===== config.mk =====
export PLATFORM = sky130hd
export DESIGN_NAME = bcsc_ctrl
export DESIGN_NICKNAME = d
export VERILOG_FILES = /design/src/rtl/bcsc_pkg.sv /design/src/rtl/bcsc_ctrl.sv /design/src/rtl/bcsc_pin_sync.sv
export VERILOG_INCLUDE_DIRS = /design/src /design/src/rtl
export SDC_FILE = /design/constraint.sdc
export NUM_CORES = 1
export LEC_CHECK = 0
export BUFFER_PORTS_ARGS = -buffer_cell sky130_fd_sc_hd__buf_2
export CORE_ASPECT_RATIO = 1.4
export CORE_MARGIN = 5
export CORE_UTILIZATION = 34
export CTS_BUF_LIST = sky130_fd_sc_hd__clkbuf_16
export DETAILED_ROUTE_END_ITERATION = 10
export SYNTH_ARGS = -nofsm -noshare
export SYNTH_HDL_FRONTEND = slang
export SYNTH_SLANG_ARGS = --single-unit

===== constraint.sdc =====
create_clock -name aclk -period 5.3 [get_ports aclk]
set_input_delay 1.59 -clock aclk [delete_from_list [all_inputs] [get_ports aclk]]
set_output_delay 1.59 -clock aclk [all_outputs]
set_load 0.03 [all_outputs]

===== src/rtl/bcsc_defines.svh =====
// Offsets, field positions, reset values and timing figures of the converter control block.
// Operation
// - Runtime configuration changes stay volatile and vanish at reset unless stored.
// - A stored configuration is loaded at every later power-up instead of defaults.
// - Strap-selected output voltage and compensation settings cannot be reprogrammed.
// - Storage holds three full stores, cost per changed parameter, space left readable.
// - Output voltage comes from the strap unless pin setup disables it; the code uses a strap-disable bit in the bus-written control word.
// - Power good stays high while the output voltage is changed dynamically.
// - Enable source is bus on command, control pin, or both combined.
// - Programmable turn-on and turn-off delays and rise and fall ramps sequence output.
// - Start into pre-charged output never pulls it down and keeps the rise time.
// - Disable ramps down to the off level, then tristates the output driver.
// - Tracking is off after reset, enabled only through the feature enable command.
// - With tracking the target is the lower of setting and tracking input.
// - Tracking enabled with a low or floating tracking input never starts the output.
// - Active tracking overrides a non-zero off level during shutdown.
// - Synchronization pin is off, clock input or clock output; off after reset.
// - Clock input locks only within 1ms of enable, relock on toggle or command.
// - In clock output mode the device drives its own switching clock on the pin.
// - Temperature report spans minus 40 to plus 150 degrees.
// - Output current is filtered and averaged for telemetry and warnings.
// - Overcurrent compares unfiltered samples against the threshold.
// - Soft-off ramps down at the fall time slew rate ending at the off level.
`ifndef BCSC_DEFINES_SVH
`define BCSC_DEFINES_SVH

`define BCSC_ADDR_W          8
`define BCSC_DATA_W          32
`define BCSC_CFG_W           16
`define BCSC_VOLT_W          12
`define BCSC_NCFG            9
`define BCSC_RESP_OKAY       2'h0
`define BCSC_RESP_SLVERR     2'h2

`define BCSC_IDX_CTRL        4'h0
`define BCSC_IDX_VOUT        4'h1
`define BCSC_IDX_VOFF        4'h2
`define BCSC_IDX_TON_DLY     4'h3
`define BCSC_IDX_TOFF_DLY    4'h4
`define BCSC_IDX_TON_RISE    4'h5
`define BCSC_IDX_TOFF_FALL   4'h6
`define BCSC_IDX_OC_LIM      4'h7
`define BCSC_IDX_WARN_LIM    4'h8

`define BCSC_OFF_CFG_LAST    8'h20
`define BCSC_OFF_CMD         8'h24
`define BCSC_OFF_STATUS      8'h28
`define BCSC_OFF_TARGET      8'h2C
`define BCSC_OFF_IOUT        8'h30
`define BCSC_OFF_TEMP        8'h34
`define BCSC_OFF_NVM_LEFT    8'h38
`define BCSC_OFF_STRAP       8'h3C

`define BCSC_CTRL_OPON       0
`define BCSC_CTRL_SRC_HI     2
`define BCSC_CTRL_SRC_LO     1
`define BCSC_CTRL_STRAP_DIS  3
`define BCSC_CTRL_SYNC_HI    5
`define BCSC_CTRL_SYNC_LO    4
`define BCSC_CTRL_TRACK_EN   6

`define BCSC_CMD_STORE_ALL   0
`define BCSC_CMD_STORE_CODE  1
`define BCSC_CMD_RELOCK      2

`define BCSC_DEF_CTRL        16'h0002
`define BCSC_DEF_VOUT        16'h0000
`define BCSC_DEF_VOFF        16'h0000
`define BCSC_DEF_DLY         16'h0010
`define BCSC_DEF_RAMP        16'h0002
`define BCSC_DEF_OC_LIM      16'h0FFF
`define BCSC_DEF_WARN_LIM    16'h0E00

`define BCSC_LOCK_WINDOW_US  1000
`define BCSC_CLK_MHZ         20
`define BCSC_TEMP_MIN        10'h3D8
`define BCSC_TEMP_MAX        10'h096

`endif


===== src/rtl/bcsc_pkg.sv =====
// Types shared by the converter control block.
package bcsc_pkg;

	typedef enum logic [2:0] {
		BCSC_ST_OFF      = 3'h0,
		BCSC_ST_ON_DLY   = 3'h1,
		BCSC_ST_RISE     = 3'h2,
		BCSC_ST_ON       = 3'h3,
		BCSC_ST_OFF_DLY  = 3'h4,
		BCSC_ST_FALL     = 3'h5
	} bcsc_state_type;

	typedef enum logic [1:0] {
		BCSC_SRC_BUS  = 2'h0,
		BCSC_SRC_PIN  = 2'h1,
		BCSC_SRC_BOTH = 2'h2
	} bcsc_src_type;

	typedef enum logic [1:0] {
		BCSC_SYNC_OFF = 2'h0,
		BCSC_SYNC_IN  = 2'h1,
		BCSC_SYNC_OUT = 2'h2
	} bcsc_sync_type;

endpackage


===== src/rtl/bcsc_ctrl.sv =====
// Configuration, enable sequencing, sync pin and telemetry control of the step-down converter.
//
// Design decisions made here: the register offsets and register access over AXI4-Lite.
`timescale 1ns/100ps
`include "bcsc_defines.svh"
module bcsc_ctrl
	import bcsc_pkg::*;
#(
	parameter int          LOCK_WINDOW_CYC = `BCSC_LOCK_WINDOW_US * `BCSC_CLK_MHZ,
	parameter int          SW_HALF_CYC     = 8,
	parameter int          AVG_SHIFT       = 3,
	parameter logic [11:0] TRACK_MIN       = 12'h010
) (
	input  wire logic        aclk,
	input  wire logic        aresetn,
	input  wire logic [7:0]  s_axi_awaddr,
	input  wire logic        s_axi_awvalid,
	output logic             s_axi_awready,
	input  wire logic [31:0] s_axi_wdata,
	input  wire logic [3:0]  s_axi_wstrb,
	input  wire logic        s_axi_wvalid,
	output logic             s_axi_wready,
	output logic [1:0]       s_axi_bresp,
	output logic             s_axi_bvalid,
	input  wire logic        s_axi_bready,
	input  wire logic [7:0]  s_axi_araddr,
	input  wire logic        s_axi_arvalid,
	output logic             s_axi_arready,
	output logic [31:0]      s_axi_rdata,
	output logic [1:0]       s_axi_rresp,
	output logic             s_axi_rvalid,
	input  wire logic        s_axi_rready,
	input  wire logic        ctrl_pin,
	input  wire logic        sync_in,
	output logic             sync_out,
	output logic             sync_oe,
	input  wire logic [11:0] vout_strap_resistor,
	input  wire logic [11:0] comp_strap_resistor,
	input  wire logic [11:0] tracking_input,
	input  wire logic [11:0] vout_sense_in,
	input  wire logic [11:0] iout_sample,
	input  wire logic [9:0]  temp_raw,
	input  wire logic        nvm_valid_in,
	input  wire logic [143:0] nvm_image_in,
	input  wire logic [7:0]  nvm_space_in,
	output logic             nvm_wr,
	output logic [143:0]     nvm_image_out,
	output logic [11:0]      vout_target,
	output logic             driver_en,
	output logic             power_good_out,
	output logic             sync_locked,
	output logic             oc_trip
);

	localparam int NCFG = `BCSC_NCFG;
	localparam int LW   = $clog2(LOCK_WINDOW_CYC + 1);
	localparam int SWW  = $clog2(SW_HALF_CYC + 1);
	localparam int ACW  = `BCSC_VOLT_W + AVG_SHIFT;

	logic [15:0]    cfg_r [NCFG];
	logic [NCFG-1:0] dirty_r;
	logic           init_r;
	logic [11:0]    strap_code_r;
	logic [11:0]    comp_code_r;
	logic [7:0]     nvm_left_r;
	logic           store_fail_r;
	logic           aw_held_r;
	logic           w_held_r;
	logic [7:0]     aw_addr_r;
	logic [31:0]    w_data_r;
	logic [3:0]     w_strb_r;
	logic           wr_go;
	logic [1:0]     wr_resp;
	logic [31:0]    rd_data;
	logic [1:0]     rd_resp;
	logic [3:0]     wr_idx;
	logic           cfg_wr;
	logic           cmd_wr;
	bcsc_state_type state_r;
	logic [15:0]    dly_cnt_r;
	logic [15:0]    step_cnt_r;
	logic [11:0]    ramp_r;
	logic [11:0]    prebias_r;
	logic [11:0]    lvl;
	logic [11:0]    out_lvl;
	logic [11:0]    vout_eff;
	logic [11:0]    floor_lvl;
	logic [15:0]    step_rate;
	logic           tick;
	logic           en_now;
	logic           track_en;
	logic           track_ok;
	logic           ctrl_s;
	logic           sync_s;
	logic           sync_d_r;
	logic [LW-1:0]  lock_cnt_r;
	logic [SWW-1:0] sw_cnt_r;
	logic           sw_phase_r;
	logic [ACW-1:0] acc_r;
	logic           warn_r;
	logic [9:0]     temp_r;
	bcsc_sync_type  sync_mode;

	// Byte-lane merge of a 16-bit configuration word.
	function automatic logic [15:0] merge16(input logic [15:0] old, input logic [31:0] wd,
	                                        input logic [3:0] st);
		merge16 = {st[1] ? wd[15:8] : old[15:8], st[0] ? wd[7:0] : old[7:0]};
	endfunction

	// Factory value of each configuration word.
	function automatic logic [15:0] cfg_default(input int idx);
		unique case (idx)
			0:       cfg_default = `BCSC_DEF_CTRL;
			1:       cfg_default = `BCSC_DEF_VOUT;
			2:       cfg_default = `BCSC_DEF_VOFF;
			3, 4:    cfg_default = `BCSC_DEF_DLY;
			5, 6:    cfg_default = `BCSC_DEF_RAMP;
			7:       cfg_default = `BCSC_DEF_OC_LIM;
			default: cfg_default = `BCSC_DEF_WARN_LIM;
		endcase
	endfunction

	// Storage cost of a commit is the number of parameters that changed.
	function automatic logic [7:0] popcount(input logic [NCFG-1:0] v);
		popcount = 8'h00;
		for (int i = 0; i < NCFG; i++) begin
			popcount = popcount + {7'h00, v[i]};
		end
	endfunction

	bcsc_pin_sync u_ctrl_sync (
		.aclk      (aclk),
		.aresetn   (aresetn),
		.pin_in    (ctrl_pin),
		.level_out (ctrl_s)
	);

	bcsc_pin_sync u_clk_sync (
		.aclk      (aclk),
		.aresetn   (aresetn),
		.pin_in    (sync_in),
		.level_out (sync_s)
	);

	// Decoded configuration fields.
	assign track_en  = cfg_r[`BCSC_IDX_CTRL][`BCSC_CTRL_TRACK_EN];
	assign sync_mode = bcsc_sync_type'(cfg_r[`BCSC_IDX_CTRL][`BCSC_CTRL_SYNC_HI:`BCSC_CTRL_SYNC_LO]);
	assign vout_eff  = cfg_r[`BCSC_IDX_CTRL][`BCSC_CTRL_STRAP_DIS] ?
	                   cfg_r[`BCSC_IDX_VOUT][11:0] : strap_code_r;
	assign floor_lvl = track_en ? 12'h000 : cfg_r[`BCSC_IDX_VOFF][11:0];
	assign track_ok  = tracking_input > TRACK_MIN;

	// Enable source selection; the unused code disables the output.
	always_comb begin
		unique case (bcsc_src_type'(cfg_r[`BCSC_IDX_CTRL][`BCSC_CTRL_SRC_HI:`BCSC_CTRL_SRC_LO]))
			BCSC_SRC_BUS:  en_now = cfg_r[`BCSC_IDX_CTRL][`BCSC_CTRL_OPON];
			BCSC_SRC_PIN:  en_now = ctrl_s;
			BCSC_SRC_BOTH: en_now = cfg_r[`BCSC_IDX_CTRL][`BCSC_CTRL_OPON] & ctrl_s;
			default:       en_now = 1'b0;
		endcase
	end

	// Write handshakes; address and data are taken independently and written together.
	assign wr_go   = aw_held_r & w_held_r & ~s_axi_bvalid;
	assign wr_idx  = aw_addr_r[5:2];
	assign cfg_wr  = wr_go && aw_addr_r <= `BCSC_OFF_CFG_LAST && aw_addr_r[1:0] == 2'h0 && !init_r
	                 && !(wr_idx == `BCSC_IDX_VOUT && !cfg_r[`BCSC_IDX_CTRL][`BCSC_CTRL_STRAP_DIS]);
	assign cmd_wr  = wr_go && aw_addr_r == `BCSC_OFF_CMD && !init_r;
	// A nominal voltage write while the strap is in force is refused with an error.
	assign wr_resp = (cfg_wr || cmd_wr) ? `BCSC_RESP_OKAY : `BCSC_RESP_SLVERR;

	always_ff @(posedge aclk) begin
		if (!aresetn) begin
			aw_held_r     <= 1'b0;
			s_axi_awready <= 1'b0;
			aw_addr_r     <= 8'h00;
		end else if (s_axi_awvalid && s_axi_awready) begin
			aw_held_r     <= 1'b1;
			s_axi_awready <= 1'b0;
			aw_addr_r     <= s_axi_awaddr;
		end else if (wr_go) begin
			aw_held_r     <= 1'b0;
			s_axi_awready <= 1'b1;
		end else begin
			s_axi_awready <= ~aw_held_r;
		end
	end

	always_ff @(posedge aclk) begin
		if (!aresetn) begin
			w_held_r     <= 1'b0;
			s_axi_wready <= 1'b0;
			w_data_r     <= 32'h00000000;
			w_strb_r     <= 4'h0;
		end else if (s_axi_wvalid && s_axi_wready) begin
			w_held_r     <= 1'b1;
			s_axi_wready <= 1'b0;
			w_data_r     <= s_axi_wdata;
			w_strb_r     <= s_axi_wstrb;
		end else if (wr_go) begin
			w_held_r     <= 1'b0;
			s_axi_wready <= 1'b1;
		end else begin
			s_axi_wready <= ~w_held_r;
		end
	end

	// Write response follows the register update in the same edge.
	always_ff @(posedge aclk) begin
		if (!aresetn) begin
			s_axi_bvalid <= 1'b0;
			s_axi_bresp  <= `BCSC_RESP_OKAY;
		end else if (wr_go) begin
			s_axi_bvalid <= 1'b1;
			s_axi_bresp  <= wr_resp;
		end else if (s_axi_bready) begin
			s_axi_bvalid <= 1'b0;
		end
	end

	// Read mux; unmapped offsets and the write-only command word answer with an error.
	always_comb begin
		rd_data = 32'h00000000;
		rd_resp = `BCSC_RESP_OKAY;
		if (s_axi_araddr <= `BCSC_OFF_CFG_LAST && s_axi_araddr[1:0] == 2'h0) begin
			rd_data = {16'h0000, cfg_r[s_axi_araddr[5:2]]};
		end else begin
			unique case (s_axi_araddr)
				`BCSC_OFF_STATUS:   rd_data = {23'h000000, store_fail_r, warn_r, oc_trip,
				                               sync_locked, driver_en, power_good_out, state_r};
				`BCSC_OFF_TARGET:   rd_data = {20'h00000, vout_target};
				`BCSC_OFF_IOUT:     rd_data = {20'h00000, acc_r[ACW-1:AVG_SHIFT]};
				`BCSC_OFF_TEMP:     rd_data = {{22{temp_r[9]}}, temp_r};
				`BCSC_OFF_NVM_LEFT: rd_data = {24'h000000, nvm_left_r};
				`BCSC_OFF_STRAP:    rd_data = {4'h0, comp_code_r, 4'h0, strap_code_r};
				default:            rd_resp = `BCSC_RESP_SLVERR;
			endcase
		end
	end

	always_ff @(posedge aclk) begin
		if (!aresetn) begin
			s_axi_arready <= 1'b0;
			s_axi_rvalid  <= 1'b0;
			s_axi_rdata   <= 32'h00000000;
			s_axi_rresp   <= `BCSC_RESP_OKAY;
		end else if (s_axi_arvalid && s_axi_arready) begin
			s_axi_arready <= 1'b0;
			s_axi_rvalid  <= 1'b1;
			s_axi_rdata   <= rd_data;
			s_axi_rresp   <= rd_resp;
		end else if (s_axi_rvalid && s_axi_rready) begin
			s_axi_rvalid  <= 1'b0;
			s_axi_arready <= 1'b1;
		end else begin
			s_axi_arready <= ~s_axi_rvalid;
		end
	end

	// Working configuration: reset clears it, the first edge after release loads the stored
	// image or the factory values, later bus writes change only this volatile copy.
	always_ff @(posedge aclk) begin
		if (!aresetn) begin
			init_r       <= 1'b1;
			dirty_r      <= '0;
			strap_code_r <= 12'h000;
			comp_code_r  <= 12'h000;
			for (int i = 0; i < NCFG; i++) begin
				cfg_r[i] <= 16'h0000;
			end
		end else if (init_r) begin
			init_r       <= 1'b0;
			strap_code_r <= vout_strap_resistor;
			comp_code_r  <= comp_strap_resistor;
			for (int i = 0; i < NCFG; i++) begin
				cfg_r[i] <= nvm_valid_in ? nvm_image_in[i*16 +: 16] : cfg_default(i);
			end
		end else begin
			// A write in the same edge as a commit keeps its parameter marked as changed.
			if (cmd_wr && nvm_wr_ok()) begin
				dirty_r <= '0;
			end
			if (cfg_wr) begin
				cfg_r[wr_idx]   <= merge16(cfg_r[wr_idx], w_data_r, w_strb_r);
				dirty_r[wr_idx] <= 1'b1;
			end
		end
	end

	// A commit is taken when a store command arrives and the changed set fits the space left.
	function automatic logic nvm_wr_ok();
		nvm_wr_ok = (w_data_r[`BCSC_CMD_STORE_ALL] | w_data_r[`BCSC_CMD_STORE_CODE])
		            && popcount(dirty_r) <= nvm_left_r;
	endfunction

	// Commit to the stored image and account for the space it consumes.
	always_ff @(posedge aclk) begin
		if (!aresetn) begin
			nvm_wr        <= 1'b0;
			nvm_image_out <= '0;
			nvm_left_r    <= 8'h00;
			store_fail_r  <= 1'b0;
		end else begin
			nvm_wr <= 1'b0;
			if (init_r) begin
				nvm_left_r <= nvm_space_in;
			end else if (cmd_wr && nvm_wr_ok()) begin
				nvm_wr       <= 1'b1;
				nvm_left_r   <= nvm_left_r - popcount(dirty_r);
				store_fail_r <= 1'b0;
				for (int i = 0; i < NCFG; i++) begin
					nvm_image_out[i*16 +: 16] <= cfg_r[i];
				end
			end else if (cmd_wr && (w_data_r[`BCSC_CMD_STORE_ALL] | w_data_r[`BCSC_CMD_STORE_CODE])) begin
				store_fail_r <= 1'b1;
			end
		end
	end

	// Ramp step pacing: rise rate while rising or slewing, fall rate while falling.
	assign step_rate = (state_r == BCSC_ST_FALL) ? cfg_r[`BCSC_IDX_TOFF_FALL] :
	                   cfg_r[`BCSC_IDX_TON_RISE];
	assign tick      = step_cnt_r >= step_rate;

	// The virtual ramp starts from zero so a pre-charged output still meets the rise time.
	always_comb begin
		lvl = ramp_r;
		if (state_r == BCSC_ST_RISE && prebias_r > ramp_r) begin
			lvl = prebias_r;
		end
		out_lvl = (track_en && tracking_input < lvl) ? tracking_input : lvl;
	end

	// Power sequencer.
	always_ff @(posedge aclk) begin
		if (!aresetn) begin
			state_r    <= BCSC_ST_OFF;
			dly_cnt_r  <= 16'h0000;
			step_cnt_r <= 16'h0000;
			ramp_r     <= 12'h000;
			prebias_r  <= 12'h000;
		end else begin
			step_cnt_r <= tick ? 16'h0000 : step_cnt_r + 16'h0001;
			unique case (state_r)
				BCSC_ST_OFF: begin
					dly_cnt_r <= 16'h0000;
					if (en_now) begin
						state_r <= BCSC_ST_ON_DLY;
					end
				end
				BCSC_ST_ON_DLY: begin
					if (!en_now) begin
						state_r <= BCSC_ST_OFF;
					end else if (dly_cnt_r >= cfg_r[`BCSC_IDX_TON_DLY]) begin
						// A held-low tracking input keeps the output parked here.
						if (!track_en || track_ok) begin
							prebias_r  <= vout_sense_in;
							ramp_r     <= 12'h000;
							step_cnt_r <= 16'h0000;
							state_r    <= BCSC_ST_RISE;
						end
					end else begin
						dly_cnt_r <= dly_cnt_r + 16'h0001;
					end
				end
				BCSC_ST_RISE: begin
					if (!en_now) begin
						dly_cnt_r <= 16'h0000;
						state_r   <= BCSC_ST_OFF_DLY;
					end else if (ramp_r >= vout_eff) begin
						state_r <= BCSC_ST_ON;
					end else if (tick) begin
						ramp_r <= ramp_r + 12'h001;
					end
				end
				BCSC_ST_ON: begin
					dly_cnt_r <= 16'h0000;
					if (!en_now) begin
						state_r <= BCSC_ST_OFF_DLY;
					end else if (tick && ramp_r < vout_eff) begin
						ramp_r <= ramp_r + 12'h001;
					end else if (tick && ramp_r > vout_eff) begin
						ramp_r <= ramp_r - 12'h001;
					end
				end
				BCSC_ST_OFF_DLY: begin
					if (en_now) begin
						state_r <= BCSC_ST_ON;
					end else if (dly_cnt_r >= cfg_r[`BCSC_IDX_TOFF_DLY]) begin
						ramp_r     <= out_lvl;
						step_cnt_r <= 16'h0000;
						state_r    <= BCSC_ST_FALL;
					end else begin
						dly_cnt_r <= dly_cnt_r + 16'h0001;
					end
				end
				BCSC_ST_FALL: begin
					dly_cnt_r <= 16'h0000;
					if (en_now) begin
						state_r <= BCSC_ST_ON_DLY;
					end else if (ramp_r <= floor_lvl) begin
						state_r <= BCSC_ST_OFF;
					end else if (tick) begin
						ramp_r <= ramp_r - 12'h001;
					end
				end
				default: begin
					state_r <= BCSC_ST_OFF;
				end
			endcase
		end
	end

	// Driver outputs; the driver tristates whenever the sequencer is parked.
	always_ff @(posedge aclk) begin
		if (!aresetn) begin
			vout_target    <= 12'h000;
			driver_en      <= 1'b0;
			power_good_out <= 1'b0;
		end else begin
			vout_target    <= out_lvl;
			driver_en      <= state_r == BCSC_ST_RISE || state_r == BCSC_ST_ON ||
			                  state_r == BCSC_ST_OFF_DLY || state_r == BCSC_ST_FALL;
			power_good_out <= state_r == BCSC_ST_ON;
		end
	end

	// Lock window opens at each enable from the off state and on the relock command, then counts down.
	always_ff @(posedge aclk) begin
		if (!aresetn) begin
			lock_cnt_r <= '0;
			sync_d_r   <= 1'b0;
			sync_locked <= 1'b0;
		end else begin
			sync_d_r <= sync_s;
			if ((state_r == BCSC_ST_OFF && en_now) || (cmd_wr && w_data_r[`BCSC_CMD_RELOCK])) begin
				lock_cnt_r <= LW'(LOCK_WINDOW_CYC);
			end else if (lock_cnt_r != '0) begin
				lock_cnt_r <= lock_cnt_r - LW'(1);
			end
			if (sync_mode != BCSC_SYNC_IN) begin
				sync_locked <= 1'b0;
			end else if (lock_cnt_r != '0 && sync_s && !sync_d_r) begin
				sync_locked <= 1'b1;
			end
		end
	end

	// Switching clock; in input mode its phase follows external edges inside the window only.
	always_ff @(posedge aclk) begin
		if (!aresetn) begin
			sw_cnt_r   <= '0;
			sw_phase_r <= 1'b0;
			sync_out   <= 1'b0;
			sync_oe    <= 1'b0;
		end else begin
			if (sync_mode == BCSC_SYNC_IN && lock_cnt_r != '0 && sync_s && !sync_d_r) begin
				sw_cnt_r   <= '0;
				sw_phase_r <= 1'b1;
			end else if (sw_cnt_r >= SWW'(SW_HALF_CYC - 1)) begin
				sw_cnt_r   <= '0;
				sw_phase_r <= ~sw_phase_r;
			end else begin
				sw_cnt_r <= sw_cnt_r + SWW'(1);
			end
			sync_oe  <= sync_mode == BCSC_SYNC_OUT;
			sync_out <= (sync_mode == BCSC_SYNC_OUT) & sw_phase_r;
		end
	end

	// Current telemetry filters; the trip path deliberately skips the average for speed.
	always_ff @(posedge aclk) begin
		if (!aresetn) begin
			acc_r   <= '0;
			warn_r  <= 1'b0;
			oc_trip <= 1'b0;
			temp_r  <= 10'h000;
		end else begin
			acc_r   <= acc_r - (acc_r >> AVG_SHIFT) + ACW'(iout_sample);
			warn_r  <= acc_r[ACW-1:AVG_SHIFT] >= cfg_r[`BCSC_IDX_WARN_LIM][11:0];
			oc_trip <= iout_sample > cfg_r[`BCSC_IDX_OC_LIM][11:0];
			if ($signed(temp_raw) < $signed(`BCSC_TEMP_MIN)) begin
				temp_r <= `BCSC_TEMP_MIN;
			end else if ($signed(temp_raw) > $signed(`BCSC_TEMP_MAX)) begin
				temp_r <= `BCSC_TEMP_MAX;
			end else begin
				temp_r <= temp_raw;
			end
		end
	end

endmodule


===== src/rtl/bcsc_pin_sync.sv =====
// Three-flop input synchronizer with agreement filter for pins from outside the clock domain.
`timescale 1ns/100ps
module bcsc_pin_sync (
	input  wire logic aclk,
	input  wire logic aresetn,
	input  wire logic pin_in,
	output logic      level_out
);

	logic s1_r;
	logic s2_r;
	logic s3_r;

	// The first stage feeds only the second; the level moves once stages two and three agree.
	always_ff @(posedge aclk) begin
		if (!aresetn) begin
			s1_r      <= 1'b0;
			s2_r      <= 1'b0;
			s3_r      <= 1'b0;
			level_out <= 1'b0;
		end else begin
			s1_r <= pin_in;
			s2_r <= s1_r;
			s3_r <= s2_r;
			if (s2_r == s3_r) begin
				level_out <= s3_r;
			end
		end
	end

endmodule


==> results of run 1 <==
how the worst min path moves through the flow:
stage / startpoint / to / slack, ns / depth (start not counted)
6_report: u_clk_sync.s1_r / u_clk_sync.s2_r / 0.44 / 1
5_1_grt: u_clk_sync.s1_r / u_clk_sync.s2_r / 0.47 / 1
4_1_cts: u_clk_sync.s1_r / u_clk_sync.s2_r / 0.44 / 1
3_5_place_dp: u_clk_sync.s1_r / u_clk_sync.s2_r / 0.42 / 1
3_3_place_gp: u_clk_sync.s1_r / u_clk_sync.s2_r / 0.42 / 1
2_1_floorplan: u_clk_sync.s1_r / u_clk_sync.s2_r / 0.41 / 1
through the flow:
| stage | setup WS (ns) | utilization [%] | std cells |
|---|---|---|---|
| 3_5_place_dp | 0.2675 | 38.76 | 4386 |
| 5_1_grt | 0.04459 | 41.21 | 4498 |
| 6_report | 0.2627 | 41.23 | 4504 |
| 4_1_cts | 0.2512 | 41.19 | 4494 |
| 2_1_floorplan | 0.5236 | - | 2962 |
| 3_3_place_gp | 0.3232 | 38.76 | 4386 |
layer usage:
| layer | wire (um) | global-route usage [%] | up-vias |
|---|---|---|---|
| li1 | - | - | 11350 |
| met1 | 44190 | 30.02 | 11590 |
| met2 | 53290 | 42.08 | 987 |
| met3 | 7720 | 4.611 | 264 |
| met4 | 7399 | 13.39 | 18 |
| met5 | 133 | 0 | - |
sequential cells by signal, indices dropped and copies added (netlist names), 2 cells and up:
register,flops
state_r,3
w_strb_r,2
w_data_r,16
prebias_r,12
s_axi_rdata,29
vout_target,12
step_cnt_r,16
ramp_r,12
dly_cnt_r,16
acc_r,15
nvm_left_r,8
aw_addr_r,8
comp_code_r,12
lock_cnt_r,15
nvm_image_out,144
dirty_r,9
sw_cnt_r,4
temp_r,10
strap_code_r,12
cfg_r,156
where the power goes:
group	total, W	switching [W]	internal (W)
clock network	0.00422	0.00180	0.00242
logic	0.00210	0.00119	0.000904
registers	0.00477	0.000298	0.00447
cell families after synthesis:
kind of cell	Yosys count
other	1
xor gates and xnor gates	51
AOI/OAI and AO/OA	744
DFF	540
adders and majority gates	165
buffers and inverters	341
and+or+nand+nor	972
muxes	135
cells in the final DEF, fill, tap and decap left out, types with 19 or more instances in the layout:
| cell type | count |
|---|---|
| sky130_fd_sc_hd__buf_2 | 466 |
| sky130_fd_sc_hd__a31oi_1 | 23 |
| sky130_fd_sc_hd__and2_1 | 26 |
| sky130_fd_sc_hd__nor2b_1 | 50 |
| sky130_fd_sc_hd__inv_1 | 170 |
| sky130_fd_sc_hd__nor2_1 | 201 |
| sky130_fd_sc_hd__a221oi_1 | 19 |
| sky130_fd_sc_hd__clkbuf_16 | 61 |
| sky130_fd_sc_hd__buf_4 | 62 |
| sky130_fd_sc_hd__nand4_1 | 28 |
| sky130_fd_sc_hd__o211ai_1 | 21 |
| sky130_fd_sc_hd__a21oi_1 | 294 |
| sky130_fd_sc_hd__xor2_1 | 21 |
| sky130_fd_sc_hd__ha_1 | 147 |
| sky130_fd_sc_hd__mux2i_1 | 97 |
| sky130_fd_sc_hd__a21o_1 | 23 |
| sky130_fd_sc_hd__o21ai_1 | 32 |
| sky130_fd_sc_hd__mux4_2 | 36 |
| sky130_fd_sc_hd__xnor2_1 | 30 |
| sky130_fd_sc_hd__nor3_1 | 35 |
| sky130_fd_sc_hd__o21ai_0 | 97 |
| sky130_fd_sc_hd__edfxtp_1 | 156 |
| sky130_fd_sc_hd__nand2_1 | 483 |
| sky130_fd_sc_hd__nand3_1 | 55 |
| sky130_fd_sc_hd__a22o_1 | 127 |
| sky130_fd_sc_hd__dfxtp_1 | 383 |
synth_stat cells, types with 26 or more instances:
cell type,n
sky130_fd_sc_hd__a22o_1,127
sky130_fd_sc_hd__nand4_1,28
sky130_fd_sc_hd__mux4_2,36
sky130_fd_sc_hd__mux2i_1,97
sky130_fd_sc_hd__o21ai_0,97
sky130_fd_sc_hd__inv_1,161
sky130_fd_sc_hd__nand3_1,55
sky130_fd_sc_hd__xnor2_1,30
sky130_fd_sc_hd__clkbuf_1,123
sky130_fd_sc_hd__and2_1,26
sky130_fd_sc_hd__o21ai_1,32
sky130_fd_sc_hd__dfxtp_1,384
sky130_fd_sc_hd__nor2_1,202
sky130_fd_sc_hd__buf_2,29
sky130_fd_sc_hd__a21oi_1,294
sky130_fd_sc_hd__nand2_1,483
sky130_fd_sc_hd__ha_1,147
sky130_fd_sc_hd__edfxtp_1,156
sky130_fd_sc_hd__nor2b_1,50
sky130_fd_sc_hd__nor3_1,37
area by class of cell:
cell class	instances	share of cell area [%]
multi-input cells	2081	41.51
flip-flops and latches	540	37.50
inverters	165	1.900
clock inverters	47	1.267
diodes	10	0.07585
repair buffers	538	9.087
well taps	1062	4.028
clock buffers	61	4.627
==> impl_metrics.csv, run 1 <==
group,metric,value,unit
clock_network,root_buffer,"sky130_fd_sc_hd__clkbuf_16",
synth,synth_compound_gate_area_share,17.69,%
clock_network,htree_num_levels,2,
placed_design,io_buffers,467,
outcome,outcome,"completed",
synth,synth_xor_xnor_area_share,1.633,%
global_route,largest_net_degree_at_the_start_of_global_routing,119,
power,power.density,336.2,mW/mm^2
synth,synth_enable_flop_cells,156,
global_route,globalRoute.totalOverflow,0,
synth,synth_top_family_by_area,"compound AO/OA/AOI/OAI gates",
critical_path,slowest_delay,0.54,ns
placed_design,place.gp.congestion,0.9705,
global_route,grt_pass1_vias,23750,
critical_path,crit_chain,"fa_1 -> inv_1 -> fa_1 -> fa_1 -> fa_1 -> fa_1 -> fa_1 -> a21o_1 -> a211oi_1 -> and3_1 -> or2_4 -> buf_12 -> nand2_1 -> a21oi_1",
cells_and_area,area_of_all_placed_cells_without_fillers,0.03299,mm^2
critical_path,regToRegEndpoint,"nvm_image_out[134]",
worst_hold_path,holdCritPathClass,"reg2reg",
critical_path,worstReg2RegStart,"dirty_r[0]",
synth,dominantRegCellSynth,"sky130_fd_sc_hd__dfxtp_1",
synth,synthesis.instances,2949,
die,i_o_pin_count,488,
routing,via_count,24220,
synth,synthesis.yosys.warnings,0,
cells_and_area,finalNetCount,3833,
timing,final_min_period_over_clock_period,95.04,%
critical_path,crit_required,5.84,ns
synth,synth_simple_gate_area_share,15.83,%
placed_design,detailedPlacementHpwl,87.34,mm
synth,synth-async-reset-ratio,0,%
global_route,grt_antenna_before_repair,18,
synth,portion_of_synthesized_cell_area_occupied_by_the_leading_cell_type,28.11,%
critical_path,critical_path.most_common_cell,"sky130_fd_sc_hd__fa_1",
critical_path,cp_max_fo,38,
critical_path,critical_path.top_delay_family,"adder cells",
critical_path,ff2ff_path_depth,14,
flow_run,maxCapViolCount,0,
synth,synth.lib_cells_used.distinct,91,
clock_network,clock_sinks,540,
clock_network,clock_latency,0.65,ns
critical_path,r2r_setup_slack,0.26,ns
timing,finClkSkew,0.03562,ns
critical_path,end_kind,"register",
timing,tightestPinTransition,1.237,ns
die,dieWidth,249.7,um
timing,grt_setup_unrepaired,"false",
critical_path,worstPathArrival,5.58,ns
clock_network,cts.reportedPaths.clkPinSlew,0.06,ns
clock_network,post-cts-setup-buffers,0,
critical_path,setup.worst_path.end,"nvm_image_out[134]",
global_route,grt_pass1_wl,160.6,mm
clock_network,ctsResizeCount,0,
placed_design,detailed_place.area,0.03102,mm^2
cells_and_area,multi_input_comb_area,0.01370,mm^2
routing,detail_route.vias_per_cell,5.377,
synth,avgSynthCellArea,9.275,um^2
routing,routed_wire_length_per_instance,25.03,um
die,die_h,345.6,um
cells_and_area,layout-drive-gt1-share,20.48,%
clock_network,post_cts_hold_buffer_count,0,
timing,max_clock_freq,0.1985,GHz
clock_network,tritoncts,"done",
timing,totalNegativeSetupSlack,0,ns
power,leakage,13.70,nW
timing,final.hold.worst_slack,0.4398,ns
synth,yosys-top-cells-area,"sky130_fd_sc_hd__dfxtp_1 28%, sky130_fd_sc_hd__edfxtp_1 17%, sky130_fd_sc_hd__ha_1 6.7%",
critical_path,cp_slowest_cell,"sky130_fd_sc_hd__fa_1",
routing,drc_errors,0,
timing,finalHoldViolCount,0,
critical_path,timing.critical_path.buf_inv,2,
timing,report.final.slew_viol_count,0,
synth,synth.mux.area_fraction,6.597,%
timing,slew-limit-headroom,16.63,%
die,std_cell_rows,123,
die,floorplan.core_area,0.08003,mm^2
cells_and_area,syn_to_final_growth,20.62,%
global_route,grt_util_all_layers,24.89,%
critical_path,cp.depth,14,
synth,seq_area_frac_synth,45.23,%
power,vdd.ir_drop.worst,288.1,uV
synth,synth_area,0.02735,mm^2
synth,synth-seq-cells,540,
routing,drt_first_iter_violations,1815,
timing,setup_viol,0,
routing,totalWireLength,112.7,mm
routing,first_pass_iters,5,
critical_path,worstSetupStartpoint,"dirty_r[0]",
clock_network,cts_made_buffers,58,
die,die-area,0.08630,mm^2
synth,post_synth_fa_ha_maj_area_fraction,8.042,%
die,initial_core_util,34.18,%
cells_and_area,num-fill-cells,8116,
routing,final_antenna_net_count,0,
clock_network,cts_buffer_depth,3,
timing,fin_crit,5.037,ns
power,report.power.total,0.01109,W
synth,synthDominantAreaCellType,"sky130_fd_sc_hd__dfxtp_1",
critical_path,critical_path.startpoint_type,"register",
cells_and_area,sequential_cell_area,0.01237,mm^2
critical_path,worstSetupPathType,"reg2reg",
(Power assumes the default switching activity.)
==> run 2, diff against run 1 <==
BUFFER_PORTS_ARGS = -buffer_cell sky130_fd_sc_hd__clkbuf_2   (was -buffer_cell sky130_fd_sc_hd__buf_2)
CELL_PAD_IN_SITES_DETAIL_PLACEMENT = 1   (was default)
CELL_PAD_IN_SITES_GLOBAL_PLACEMENT = 2   (was default)
PLACE_DENSITY_LB_ADDON = 0.1   (was default)
==> run 2 against run 1 <==
Combinational power increased by 2%. Critical path type unchanged. Final cell count is 0.16% lower. Via count is 1.2% higher. Die area is the same. Largest power group unchanged. Highest routed layer is now met4. Largest cell class unchanged. Total power shrank 2.9%. Non-clock buffer count decreased by 2.
==> impl_metrics.csv, run 2 (synthesis results as in run 1) <==
group,metric,value,unit
cells_and_area,finalNetCount,3830,
die,std_cell_rows,123,
critical_path,crit_required,5.87,ns
global_route,grt_pass1_vias,25850,
routing,final_antenna_net_count,0,
power,vdd.ir_drop.worst,265.0,uV
cells_and_area,final_util,40.95,%
worst_hold_path,holdCritStartpoint,"u_clk_sync.s1_r",
worst_hold_path,min_delay_worst_endpoint,"u_clk_sync.s2_r",
clock_network,tritoncts,"done",
clock_network,htree_num_levels,2,
timing,finalHoldViolCount,0,
critical_path,timing.critical_path.buf_inv,2,
clock_network,cts.reportedPaths.clkPinSlew,0.06,ns
critical_path,critical_path.top_delay_family,"adder cells",
placed_design,detailedPlacementHpwl,96.29,mm
critical_path,worstPathArrival,5.60,ns
power,power.density,328.6,mW/mm^2
clock_network,cts_buffer_depth,3,
critical_path,worstSetupPathType,"reg2reg",
cells_and_area,layout-drive-gt1-share,20.06,%
die,floorplan.core_area,0.08003,mm^2
critical_path,slowest_delay,0.53,ns
routing,drt_first_iter_violations,1435,
die,die-area,0.08630,mm^2
timing,tightestPinTransition,1.400,ns
flow_run,maxCapViolCount,0,
timing,fin_crit,5.031,ns
timing,final_min_period_over_clock_period,94.92,%
cells_and_area,syn_to_final_growth,19.82,%
cells_and_area,layout_common_cells,"483 x sky130_fd_sc_hd__nand2_1, 466 x sky130_fd_sc_hd__clkbuf_2, 383 x sky130_fd_sc_hd__dfxtp_1",
critical_path,crit_chain,"fa_1 -> inv_1 -> fa_1 -> fa_1 -> fa_1 -> fa_1 -> fa_1 -> a21o_1 -> a211oi_1 -> and3_2 -> or2_4 -> buf_12 -> nand2_1 -> a21oi_1",
die,dieWidth,249.7,um
timing,grt_setup_unrepaired,"true",
global_route,grt_pass1_wl,176.2,mm
routing,drc_errors,0,
power,leakage,13.50,nW
worst_hold_path,hold_depth,1,
timing,totalNegativeSetupSlack,0,ns
placed_design,place.gp.congestion,0.9064,
timing,slew-limit-headroom,5.686,%
critical_path,end_kind,"register",
timing,setup_viol,0,
routing,routed_wire_length_per_instance,27.07,um
critical_path,regToRegEndpoint,"nvm_image_out[80]",
routing,detail_route.vias_per_cell,5.451,
global_route,largest_net_degree_at_the_start_of_global_routing,116,
clock_network,root_buffer,"sky130_fd_sc_hd__clkbuf_16",
timing,finClkSkew,0.02361,ns
clock_network,clock_latency,0.65,ns
cells_and_area,final_std_cells_w_o_fill,4497,
critical_path,critical_path.startpoint_type,"register",
critical_path,cp_max_fo,65,
die,die_h,345.6,um
outcome,outcome,"completed",
routing,totalWireLength,121.7,mm
timing,max_clock_freq,0.1988,GHz
critical_path,cp_slowest_cell,"sky130_fd_sc_hd__fa_1",
placed_design,post-place-cells,4384,
routing,via_count,24510,
clock_network,clock_sinks,540,
routing,first_pass_iters,5,
cells_and_area,largest_register_ff_count,156,
clock_network,post-cts-setup-buffers,0,
die,initial_core_util,34.18,%
clock_network,cts_made_buffers,57,
cells_and_area,layout.cells.most_common,"sky130_fd_sc_hd__nand2_1",
critical_path,r2r_setup_slack,0.27,ns
timing,report.final.slew_viol_count,0,
global_route,globalRoute.totalOverflow,0,
worst_hold_path,holdCritPathClass,"reg2reg",
critical_path,critical_path.most_common_cell,"sky130_fd_sc_hd__fa_1",
critical_path,ff2ff_path_depth,14,
die,i_o_pin_count,488,
cells_and_area,biggestRegsByFlops,"cfg_r x156, nvm_image_out x144, s_axi_rdata x29",
critical_path,worstReg2RegStart,"dirty_r[0]",
global_route,grt_antenna_before_repair,6,
placed_design,io_buffers,467,
global_route,grt_util_all_layers,27.07,%
cells_and_area,largest_register,"cfg_r",
## run 2: cell types whose count changed in the layout (fill, tap and decap cells not counted), sizes merged
| cell | before | now |
|---|---|---|
| clkinv | 24 | 27 |
| bufinv | 7 | 1 |
| inv | 178 | 184 |
| clkbuf | 61 | 525 |
| buf | 538 | 70 |
| diode | 10 | 6 |
| clkinvlp | 3 | 1 |
## run 2: layout make-up
cell class                      instances  area [um^2]
Sequential cell                       540        12370
Fill cell                            9355        47250
Clock buffer                           59         1476
Inverter                              165        626.9
Antenna cell                            6        15.01
Tap cell                             1062         1329
Clock inverter                         48        265.3
Timing Repair Buffer                  536         2990
Multi-Input combinational cell       2081        13700
## run 2: stage by stage
step	hold WS (ns)	power [W]	cell area [um^2]	worst slack [ns]
floorplan	0.4119	0.006230	27400	0.5236
finish	0.4340	0.01077	32770	0.2692
CTS	0.4437	0.01087	32750	0.2256
detailed placement	0.4309	0.007000	31010	0.2705
global route	0.4486	0.01128	32770	-0.007628
global placement	0.4273	0.006904	31010	0.3811
## run 2: report_power, final
part / switching (W) / leakage (nW) / internal [W] / total, W
combinational: 0.00123 / 7.70 / 0.000903 / 0.00214
clock: 0.00180 / 0.923 / 0.00206 / 0.00386
sequential: 0.000300 / 4.88 / 0.00447 / 0.00477
total: 0.00334 / 13.5 / 0.00743 / 0.0108
## run 2: metal layers
metal  up-vias  wire length, um  GRT usage, %
li1      11330                -             -
met5         -                0             0
met4         0             6084         11.30
met2       739            61740         48.92
met3       183             5536         3.851
met1     12260            48390         32.05
## run 2: worst max-delay path by stage
| stage | cells after the start | slack [ns] | from | to |
|---|---|---|---|---|
| after global routing | 14 | -0.008 | dirty_r[0] | nvm_image_out[74] |
| after detailed placement | 14 | 0.27 | dirty_r[0] | nvm_image_out[34] |
| after CTS | 14 | 0.23 | dirty_r[0] | nvm_image_out[37] |
| after floorplan | 16 | 0.52 | dirty_r[0] | nvm_image_out[0] |
| final | 14 | 0.27 | dirty_r[0] | nvm_image_out[80] |
| after global placement | 14 | 0.38 | dirty_r[0] | nvm_image_out[75] |
## run 2: timing repair
item | in CTS | in global routing
setup endpoints to repair | 0 | 13
gates resized for setup | 0 | 2
hold buffers | 0 | 0
hold endpoints to repair | 0 | 0
